<file path="src/logic/ccp_pkg.sv">
// Package: constants, register map and mode decoding for the capture/compare/PWM channel
package ccp_pkg;

	// Register byte offsets
	localparam logic [11:0] ccp_off_control = 12'h000;
	localparam logic [11:0] ccp_off_low     = 12'h004;
	localparam logic [11:0] ccp_off_high    = 12'h008;
	localparam logic [11:0] ccp_off_status  = 12'h00c;
	localparam logic [11:0] ccp_off_config  = 12'h010;

	// Field positions
	localparam int ccp_pos_duty_low = 4;
	localparam int ccp_pos_flag     = 0;
	localparam int ccp_pos_dir      = 0;

	// Reset values
	localparam logic [3:0] ccp_rst_mode = 4'h0;
	localparam logic       ccp_rst_dir  = 1'b1;

	// Mode field codes
	localparam logic [3:0] ccp_mode_off      = 4'h0;
	localparam logic [3:0] ccp_mode_toggle   = 4'h2;
	localparam logic [3:0] ccp_mode_cap_fall = 4'h4;
	localparam logic [3:0] ccp_mode_cap_rise = 4'h5;
	localparam logic [3:0] ccp_mode_cap_4    = 4'h6;
	localparam logic [3:0] ccp_mode_cap_16   = 4'h7;
	localparam logic [3:0] ccp_mode_set_hi   = 4'h8;
	localparam logic [3:0] ccp_mode_set_lo   = 4'h9;
	localparam logic [3:0] ccp_mode_soft     = 4'ha;
	localparam logic [3:0] ccp_mode_special  = 4'hb;

	// Prescaler terminal counts
	localparam logic [3:0] ccp_presc_4  = 4'h3;
	localparam logic [3:0] ccp_presc_16 = 4'hf;

	function automatic logic ccp_is_capture(input logic [3:0] mode);
		return mode[3:2] == 2'b01;
	endfunction : ccp_is_capture

	function automatic logic ccp_is_compare(input logic [3:0] mode);
		return (mode == ccp_mode_toggle) || (mode[3:2] == 2'b10);
	endfunction : ccp_is_compare

	function automatic logic ccp_is_pwm(input logic [3:0] mode);
		return mode[3:2] == 2'b11;
	endfunction : ccp_is_pwm

	function automatic logic ccp_drives_pin(input logic [3:0] mode);
		return ccp_is_pwm(mode) || mode == ccp_mode_toggle || mode == ccp_mode_set_hi
			|| mode == ccp_mode_set_lo;
	endfunction : ccp_drives_pin

endpackage : ccp_pkg

</file>
<file path="src/logic/ccp_evt_if.sv">
// Interface: pin edge pulses and capture events between channel submodules
`timescale 1ns/1ps
`default_nettype none
interface ccp_evt_if;
	logic rise;
	logic fall;
	logic capture;
	modport sync_end (output rise, output fall);
	modport presc_end (input rise, input fall, output capture);
	modport core_end (input capture);
endinterface : ccp_evt_if
`default_nettype wire

</file>
<file path="src/logic/ccp_pin_sync.sv">
// Pin synchroniser with agreement filter and edge detector
`timescale 1ns/1ps
`default_nettype none
module ccp_pin_sync (
	// Clock and reset
	input  wire logic     pclk,
	input  wire logic     presetn,
	// Pin and edges
	input  wire logic     pin_in,
	ccp_evt_if.sync_end   evt
);

	typedef struct packed {
		logic s1;
		logic s2;
		logic s3;
		logic level;
		logic rise;
		logic fall;
	} ccp_sync_type;

	ccp_sync_type r;
	ccp_sync_type next_r;

	always_comb begin
		next_r       = r;
		next_r.s1    = pin_in;
		next_r.s2    = r.s1;
		next_r.s3    = r.s2;
		next_r.rise  = 1'b0;
		next_r.fall  = 1'b0;
		// Level moves only once two stages agree, so one metastable sample cannot make an edge
		if (r.s2 == r.s3 && r.s3 != r.level) begin
			next_r.level = r.s3;
			next_r.rise  = r.s3;
			next_r.fall  = !r.s3;
		end
	end

	always_ff @(posedge pclk or negedge presetn) begin
		if (!presetn) begin
			r <= '0;
		end else begin
			r <= next_r;
		end
	end

	assign evt.rise = r.rise;
	assign evt.fall = r.fall;

	edge_agree_a: assert property (@(posedge pclk) disable iff (!presetn)
		r.rise |-> $past(r.s2) && $past(r.s3) && !$past(r.level))
		else $error("rise without agreeing samples");

endmodule : ccp_pin_sync
`default_nettype wire

</file>
<file path="src/logic/ccp_capture_presc.sv">
// Capture event selection and edge prescaler
`timescale 1ns/1ps
`default_nettype none
module ccp_capture_presc (
	// Clock and reset
	input  wire logic       pclk,
	input  wire logic       presetn,
	// Mode
	input  wire logic [3:0] mode,
	// Events
	ccp_evt_if.presc_end    evt
);

	typedef struct packed {
		logic [3:0] count;
		logic       capture;
	} ccp_presc_type;

	ccp_presc_type r;
	ccp_presc_type next_r;

	always_comb begin
		next_r         = r;
		next_r.capture = 1'b0;
		if (!ccp_pkg::ccp_is_capture(mode)) begin
			next_r.count = 4'h0;
		end else begin
			// Mode changes among capture settings keep the count running
			unique case (mode)
				ccp_pkg::ccp_mode_cap_fall: next_r.capture = evt.fall;
				ccp_pkg::ccp_mode_cap_rise: next_r.capture = evt.rise;
				ccp_pkg::ccp_mode_cap_4: begin
					next_r.capture = evt.rise && r.count[1:0] == ccp_pkg::ccp_presc_4[1:0];
				end
				ccp_pkg::ccp_mode_cap_16: begin
					next_r.capture = evt.rise && r.count == ccp_pkg::ccp_presc_16;
				end
				default: next_r.capture = 1'b0;
			endcase
			if (evt.rise && mode[1]) begin
				next_r.count = r.count + 4'h1;
			end
		end
	end

	always_ff @(posedge pclk or negedge presetn) begin
		if (!presetn) begin
			r <= '0;
		end else begin
			r <= next_r;
		end
	end

	assign evt.capture = r.capture;

	presc_clear_a: assert property (@(posedge pclk) disable iff (!presetn)
		!ccp_pkg::ccp_is_capture(mode) |=> r.count == 4'h0)
		else $error("prescaler not cleared outside capture");

	presc_16_a: assert property (@(posedge pclk) disable iff (!presetn)
		mode == ccp_pkg::ccp_mode_cap_16 && evt.rise && r.count != 4'hf |=> !r.capture)
		else $error("early capture in divide by 16");

endmodule : ccp_capture_presc
`default_nettype wire

</file>
<file path="src/logic/ccp_unit.sv">
// Capture/compare/PWM channel top with APB register slave
//
// Decided for this implementation: register access over APB and the register offsets.
`timescale 1ns/1ps
`default_nettype none
module ccp_unit (
	// Clock and reset
	input  wire logic        pclk,
	input  wire logic        presetn,
	// APB slave
	input  wire logic [11:0] paddr,
	input  wire logic        psel,
	input  wire logic        penable,
	input  wire logic        pwrite,
	input  wire logic [31:0] pwdata,
	output logic      [31:0] prdata,
	output logic             pready,
	output logic             pslverr,
	// Capture/compare timer from the assignment block
	input  wire logic [15:0] timer_count,
	output logic             timer_clear,
	// PWM period timer from the assignment block
	input  wire logic [7:0]  pwm_period_timer,
	input  wire logic [1:0]  pwm_sub_count,
	input  wire logic        pwm_tick,
	input  wire logic [7:0]  pwm_period_limit,
	output logic             pwm_timer_clear,
	// Channel pin
	input  wire logic        channel_pin_in,
	output logic             channel_pin_out,
	output logic             channel_pin_oe_n,
	// Status
	output logic             channel_irq_flag
);

	typedef struct packed {
		logic [3:0]  mode;
		logic [1:0]  duty_low_bits;
		logic [7:0]  data_low;
		logic [7:0]  data_high;
		logic [1:0]  duty_latch;
		logic        dir_input;
		logic        flag;
		logic        pin;
		logic        oe_n;
		logic        match_prev;
		logic        timer_clear;
		logic        pwm_clear;
		logic [31:0] prdata;
		logic        pready;
		logic        pslverr;
	} ccp_state_type;

	ccp_state_type r;
	ccp_state_type next_r;

	ccp_evt_if evt ();

	// Pin is sampled whatever the direction, so port writes can capture
	ccp_pin_sync u_sync (
		.pclk    (pclk),
		.presetn (presetn),
		.pin_in  (channel_pin_in),
		.evt     (evt.sync_end)
	);

	ccp_capture_presc u_presc (
		.pclk    (pclk),
		.presetn (presetn),
		.mode    (r.mode),
		.evt     (evt.presc_end)
	);

	logic        setup;
	logic        wr;
	logic        off_wr;
	logic        mapped;
	logic        cmp_hit;
	logic        pwm_end;
	logic        pwm_off;
	logic [15:0] cmp_value;

	always_comb begin
		setup     = psel && !penable;
		wr        = psel && penable && pwrite && r.pready;
		off_wr    = wr && paddr == ccp_pkg::ccp_off_control
			&& pwdata[3:0] == ccp_pkg::ccp_mode_off;
		mapped    = paddr == ccp_pkg::ccp_off_control || paddr == ccp_pkg::ccp_off_low
			|| paddr == ccp_pkg::ccp_off_high || paddr == ccp_pkg::ccp_off_status
			|| paddr == ccp_pkg::ccp_off_config;
		cmp_value = {r.data_high, r.data_low};
		// Only the first cycle of equality acts, the timer may hold a value many clocks
		cmp_hit   = ccp_pkg::ccp_is_compare(r.mode) && timer_count == cmp_value
			&& !r.match_prev;
		pwm_end   = ccp_pkg::ccp_is_pwm(r.mode) && pwm_tick
			&& pwm_period_timer == pwm_period_limit;
		pwm_off   = {r.data_high, r.duty_latch} == {pwm_period_timer, pwm_sub_count};
	end

	always_comb begin
		next_r             = r;
		next_r.timer_clear = 1'b0;
		next_r.pwm_clear   = 1'b0;
		next_r.pready      = 1'b0;
		next_r.pslverr     = 1'b0;
		next_r.match_prev  = ccp_pkg::ccp_is_compare(r.mode) && timer_count == cmp_value;

		// APB setup cycle: fetch read data, answer in the access cycle
		if (setup) begin
			next_r.pready  = 1'b1;
			next_r.pslverr = !mapped;
			next_r.prdata  = 32'h0000_0000;
			unique case (paddr)
				ccp_pkg::ccp_off_control: next_r.prdata = {26'h0, r.duty_low_bits, r.mode};
				ccp_pkg::ccp_off_low:     next_r.prdata = {24'h0, r.data_low};
				ccp_pkg::ccp_off_high:    next_r.prdata = {24'h0, r.data_high};
				ccp_pkg::ccp_off_status:  next_r.prdata = {31'h0, r.flag};
				ccp_pkg::ccp_off_config:  next_r.prdata = {31'h0, r.dir_input};
				default:                  next_r.prdata = 32'h0000_0000;
			endcase
		end

		// APB writes
		if (wr) begin
			unique case (paddr)
				ccp_pkg::ccp_off_control: begin
					next_r.mode          = pwdata[3:0];
					next_r.duty_low_bits = pwdata[ccp_pkg::ccp_pos_duty_low +: 2];
					if (pwdata[3:0] == ccp_pkg::ccp_mode_off) begin
						next_r.pin = 1'b0;
					end else if (pwdata[3:0] != r.mode) begin
						if (pwdata[3:0] == ccp_pkg::ccp_mode_set_hi) begin
							next_r.pin = 1'b0;
						end else if (pwdata[3:0] == ccp_pkg::ccp_mode_set_lo) begin
							next_r.pin = 1'b1;
						end
					end
				end
				ccp_pkg::ccp_off_low: next_r.data_low = pwdata[7:0];
				ccp_pkg::ccp_off_high: begin
					if (!ccp_pkg::ccp_is_pwm(r.mode)) begin
						next_r.data_high = pwdata[7:0];
					end
				end
				ccp_pkg::ccp_off_status: begin
					if (pwdata[ccp_pkg::ccp_pos_flag]) begin
						next_r.flag = 1'b0;
					end
				end
				ccp_pkg::ccp_off_config: next_r.dir_input = pwdata[ccp_pkg::ccp_pos_dir];
				default: next_r.flag = next_r.flag;
			endcase
		end

		// Capture: hardware set wins over a clearing write in the same cycle
		if (ccp_pkg::ccp_is_capture(r.mode) && evt.capture) begin
			next_r.data_high = timer_count[15:8];
			next_r.data_low  = timer_count[7:0];
			next_r.flag      = 1'b1;
		end

		// Compare actions
		if (cmp_hit) begin
			next_r.flag = 1'b1;
			unique case (r.mode)
				ccp_pkg::ccp_mode_toggle:  next_r.pin = !r.pin;
				ccp_pkg::ccp_mode_set_hi:  next_r.pin = 1'b1;
				ccp_pkg::ccp_mode_set_lo:  next_r.pin = 1'b0;
				// Special event only clears the timer; no converter start exists here
				ccp_pkg::ccp_mode_special: next_r.timer_clear = 1'b1;
				default:                   next_r.pin = r.pin;
			endcase
		end

		// PWM: boundary takes priority over the duty match
		if (pwm_end) begin
			next_r.pwm_clear  = 1'b1;
			next_r.data_high  = r.data_low;
			next_r.duty_latch = r.duty_low_bits;
			next_r.pin        = {r.data_low, r.duty_low_bits} != 10'h000;
		end else if (ccp_pkg::ccp_is_pwm(r.mode) && pwm_off) begin
			// Duty beyond the period never matches, so the pin stays high
			next_r.pin = 1'b0;
		end

		// Disable write beats a match or period boundary of the old mode in the same cycle
		if (off_wr) begin
			next_r.pin = 1'b0;
		end

		next_r.oe_n = next_r.dir_input || !ccp_pkg::ccp_drives_pin(next_r.mode);
	end

	always_ff @(posedge pclk or negedge presetn) begin
		if (!presetn) begin
			r           <= '0;
			r.mode      <= ccp_pkg::ccp_rst_mode;
			r.dir_input <= ccp_pkg::ccp_rst_dir;
			r.oe_n      <= 1'b1;
		end else begin
			r <= next_r;
		end
	end

	assign prdata           = r.prdata;
	assign pready           = r.pready;
	assign pslverr          = r.pslverr;
	assign timer_clear      = r.timer_clear;
	assign pwm_timer_clear  = r.pwm_clear;
	assign channel_pin_out  = r.pin;
	assign channel_pin_oe_n = r.oe_n;
	assign channel_irq_flag = r.flag;

	cap_copy_a: assert property (@(posedge pclk) disable iff (!presetn)
		ccp_pkg::ccp_is_capture(r.mode) && evt.capture
		|=> {r.data_high, r.data_low} == $past(timer_count) && r.flag)
		else $error("capture did not copy timer");

	flag_hold_a: assert property (@(posedge pclk) disable iff (!presetn)
		r.flag && !(wr && paddr == ccp_pkg::ccp_off_status && pwdata[0]) |=> r.flag)
		else $error("flag lost without software clear");

	cmp_high_a: assert property (@(posedge pclk) disable iff (!presetn)
		cmp_hit && r.mode == ccp_pkg::ccp_mode_set_hi
		|=> ($past(off_wr) ? !r.pin : r.pin) && r.flag)
		else $error("set-high match did not act");

	soft_mode_a: assert property (@(posedge pclk) disable iff (!presetn)
		r.mode == ccp_pkg::ccp_mode_soft |-> r.oe_n)
		else $error("software compare mode drives pin");

	special_trig_a: assert property (@(posedge pclk) disable iff (!presetn)
		cmp_hit && r.mode == ccp_pkg::ccp_mode_special |=> timer_clear ##1 !timer_clear)
		else $error("special event timer clear missing");

	ctrl_zero_a: assert property (@(posedge pclk) disable iff (!presetn)
		wr && paddr == ccp_pkg::ccp_off_control && pwdata[3:0] == 4'h0 |=> !r.pin)
		else $error("output latch not forced low");

	pwm_bound_a: assert property (@(posedge pclk) disable iff (!presetn)
		pwm_end |=> pwm_timer_clear && r.data_high == $past(r.data_low)
		&& r.pin == (!$past(off_wr) && $past({r.data_low, r.duty_low_bits}) != 10'h000))
		else $error("period boundary actions wrong");

	pwm_duty_a: assert property (@(posedge pclk) disable iff (!presetn)
		ccp_pkg::ccp_is_pwm(r.mode) && !pwm_end && pwm_off |=> !r.pin)
		else $error("duty match did not clear pin");

	duty_ro_a: assert property (@(posedge pclk) disable iff (!presetn)
		ccp_pkg::ccp_is_pwm(r.mode) && !pwm_end |=> r.data_high == $past(r.data_high))
		else $error("duty buffer changed mid period");

endmodule : ccp_unit
`default_nettype wire

</file>
<file path="config.mk">
export PLATFORM = sky130hd
export DESIGN_NAME = ccp_unit
export DESIGN_NICKNAME = d
export VERILOG_FILES = /design/src/logic/ccp_pkg.sv /design/src/logic/ccp_evt_if.sv /design/src/logic/ccp_pin_sync.sv /design/src/logic/ccp_capture_presc.sv /design/src/logic/ccp_unit.sv
export SDC_FILE = /design/constraint.sdc
export NUM_CORES = 1
export LEC_CHECK = 0
export BUFFER_PORTS_ARGS = -buffer_cell sky130_fd_sc_hd__buf_2
export CORE_MARGIN = 4
export CORE_UTILIZATION = 40
export DETAILED_ROUTE_END_ITERATION = 8
export PLACE_DENSITY = 0.73
export RECOVER_POWER = 100
export SLEW_MARGIN = 20
export SYNTH_ARGS = -nofsm -noshare
export SYNTH_HDL_FRONTEND = slang
export SYNTH_SLANG_ARGS = --single-unit
</file>
<file path="constraint.sdc">
create_clock -name pclk -period 2.95 [get_ports pclk]
set_input_delay 0.59 -clock pclk [delete_from_list [all_inputs] [get_ports pclk]]
set_output_delay 0.59 -clock pclk [all_outputs]
set_load 0.005 [all_outputs]
</file>
==> impl_metrics.toml <==
[worst_setup_path]
cp.required_ns = 3.20
timing_worst_setup_path_type = "input pin to flop"
worstPathMaxFanout = 7
cp-end-kind = "flop"
cp_data_arrival_time_ns = 2.55
critPathLaunchType = "input pin"

[global_routing]
globalRoute.totalOverflow = 0
first_global_vias = 2586
antenna_found_initial = 0
grt_first_pass_wirelength_um = 13600
pin_count_of_the_biggest_net_entering_global_routing = 53
groute.usage.overall_pct = 17.3

[clock_tree]
tritoncts = "built"
holdBufCountCts = 0
clock_sink_count = 52
cts.reportedPaths.clkPinSlew_ns = 0.09
clock_tree.htree_level_count = 2
postCtsSetupBuffers = 0
cts_max_path_buffers = 2
post_cts.resized_instances = 0
clock_insertion_delay_worst_skew_ns = 0.30
clk_root_buffer_cell = "sky130_fd_sc_hd__clkbuf_8"
numCtsBuffers = 5

[timing]
finClkSkew_ns = 0.00675
worst-slew-pin-transition_ns = 1.30
holdWs_ns = 0.352
setup-tns-final_ns = 0
finalHoldViolations = 0
grt_setup_unrepaired = "no"
finalWorstPathRequiredPeriod_ns = 2.30
setup_viol_count_final = 0
min_period_over_period_pct = 77.9
worst_slew_margin_rel_pct = 13.4
achievable_freq_mhz = 435
worst_slack_ns = 0.652
max_slew_violation_count = 0

[die]
num_rows = 33
die_height_um = 100
die_area_um2 = 9990
placeable_core_region_um2 = 8220
floorplan.die.width_um = 100
initial_utilization_pct = 41.2
pin_count = 124

[logic_synthesis]
netlist_top_cells_count = "sky130_fd_sc_hd__dfrtp_1 (50), sky130_fd_sc_hd__buf_4 (35), sky130_fd_sc_hd__nand2_1 (26)"
netlist_instances = 351
synth_cell_types = 64
most_used_standard_cell_by_instance_count_after_synthesis = "sky130_fd_sc_hd__dfrtp_1"
synth_seq_cells = 52
netlist_area_um2 = 3380
synth_top_area_share_pct = 37.0
yosys.area.top_type = "sky130_fd_sc_hd__dfrtp_1"
postSynth.topFlopCell = "sky130_fd_sc_hd__dfrtp_1"
synth.yosys.warnings = 0
synth.avg_cell_area_um2 = 9.64
synthArstFlopShare_pct = 100
count_of_flip_flops_with_a_built_in_enable_after_synthesis = 0
synth_sequential_area_ratio_pct = 38.5
post_synth_main_area_contributors = "sky130_fd_sc_hd__dfrtp_1 (37%), sky130_fd_sc_hd__buf_4 (7.8%), sky130_fd_sc_hd__xnor2_1 (6.2%)"

[drt]
drt_pass1_iterations = 5
route.antenna.remaining_nets = 0
first_iter_violations = 233
vias = 2849
post_dr_vias_cell = 5.48
drt_wl_total_um = 8580
routedWlPerCell_um = 16.5
top_signal_layer_used = "met4"
detailroute.wirelength.met3_um = 741
detailroute.wirelength.met2_um = 3870
drc = 0
wirelength_met1_um = 3800

[finish]
areaGrowthSynthToFinish_pct = 10.3
final_cell_count_no_fill = 520
antenna_cells = 0
finish.net_count = 501
final.fill_count = 835
drive_gt1_share_pct = 22.2

[power_and_ir_drop]
power_density_nw_per_um2 = 348
total_leakage_power_nw = 1.67
peakVddDrop_v = 0.000161

[run]
timing.max_cap.violations = 0

[run_status]
outcome = "finished, final reports clean"

[placement]
gp_congestion = 0.908
dp.cells = 513
dp_slack_ns = 0.618
io_buffer_count = 75
dpl.hpwl_um = 6590

[min_path]
worst_hold_class = "flop to flop"
[metrics by stage]
step / utilization (%) / power, W / instance area (um^2)
final: 45.4 / 0.00130 / 3730
after CTS: 46.3 / 0.00133 / 3800
after global routing: 45.4 / 0.00136 / 3730
after detailed placement: 45.1 / 0.000890 / 3710
after floorplan: - / 0.000823 / 3470
after global placement: 45.1 / 0.000887 / 3710
[registers in the layout (all words and copies together), names as in the netlist]
| name | flops |
|---|---|
| prdata | 8 |
| u_presc.r | 4 |
| channel_pin_oe_n | 1 |
| channel_pin_out | 1 |
| timer_clear | 1 |
| pwm_timer_clear | 1 |
| cmp_value | 16 |
| u_sync.evt.fall | 1 |
| u_sync.next_r | 2 |
| pslverr | 1 |
| u_presc.evt.capture | 1 |
| pready | 1 |
| u_sync.r | 2 |
| channel_irq_flag | 1 |
| u_sync.evt.rise | 1 |
| r | 10 |
[cell usage in the layout (no fill, tap or decap), drive strengths merged, types with 2 or more instances in the layout]
cell and instances:
a221oi 3, dfrtp 50, dfstp 2, and3 2
nor4 7, a22oi 8, nand4 8, or2 2
clkbuf 18, buf 69, mux2 9, conb 24
nand2 26, a221o 3, nor3b 3, a311oi 2
or3 4, nor2 28, a21oi 9, nor2b 4
mux2i 16, nor3 7, a21o 2, o31ai 7
xor2 15, and2 2, a41oi 2, o21ai 14
inv 8, xnor2 24, and4 2, nand3 9
a211oi 5, nand2b 6
[per-layer routing]
| metal | track usage (%) | vias to the layer above |
|---|---|---|
| met4 | 5.36 | 0 |
| met1 | 25.1 | 1369 |
| li1 | - | 1324 |
| met5 | 0 | - |
| met3 | 3.13 | 12 |
| met2 | 26.2 | 144 |
[logic make-up after synthesis]
group | count (synthesis) | share of synthesized area [%]
buffers and inverters | 54 | 10.3
muxes | 26 | 8.51
adders and majority gates | 2 | 0.666
and+or+nand+nor | 115 | 18.8
AOI/OAI and AO/OA | 62 | 12.9
DFF | 52 | 38.5
other | 1 | 0.111
xor gates and xnor gates | 39 | 10.1
[worst paths after layout]
path | cells past startpoint | from | slack (ns) | to
max reg2reg | 6 | r[62] | 0.84 | channel_pin_out
min in group asynchronous | 2 | presetn | 0.64 | u_presc.r[3]
min reg2reg | 0 | u_sync.next_r[4] | 0.35 | u_sync.next_r[3]
min | 0 | u_sync.next_r[4] | 0.35 | u_sync.next_r[3]
max in group asynchronous | 2 | presetn | 1.52 | cmp_value[10]
max | 7 | paddr[9] | 0.65 | channel_pin_oe_n
[cell type report]
class / instances / area [um^2] / share of cell area, %
tap: 105 / 131 / 3.52
sequential: 52 / 1300 / 34.9
multi-input combinational: 268 / 1770 / 47.5
clock buffer: 7 / 96.3 / 2.58
inverter: 8 / 30.0 / 0.805
timing repair buffer: 80 / 398 / 10.7
[where the power goes]
group	internal (W)	switching, W
Clock	0.000209	0.000221
Combinational	0.0000600	0.0000854
Sequential	0.000719	0.00000430
[worst max-delay path: stages]
cell and delay (ns):
sky130_fd_sc_hd__buf_2 0.10, sky130_fd_sc_hd__nor4_1 0.41, sky130_fd_sc_hd__and4_1 0.32, sky130_fd_sc_hd__and2_0 0.47, sky130_fd_sc_hd__mux2_1 0.39, sky130_fd_sc_hd__mux2i_1 0.14, sky130_fd_sc_hd__or2_1 0.12
Note: power is estimated with default switching activity, not from simulation.
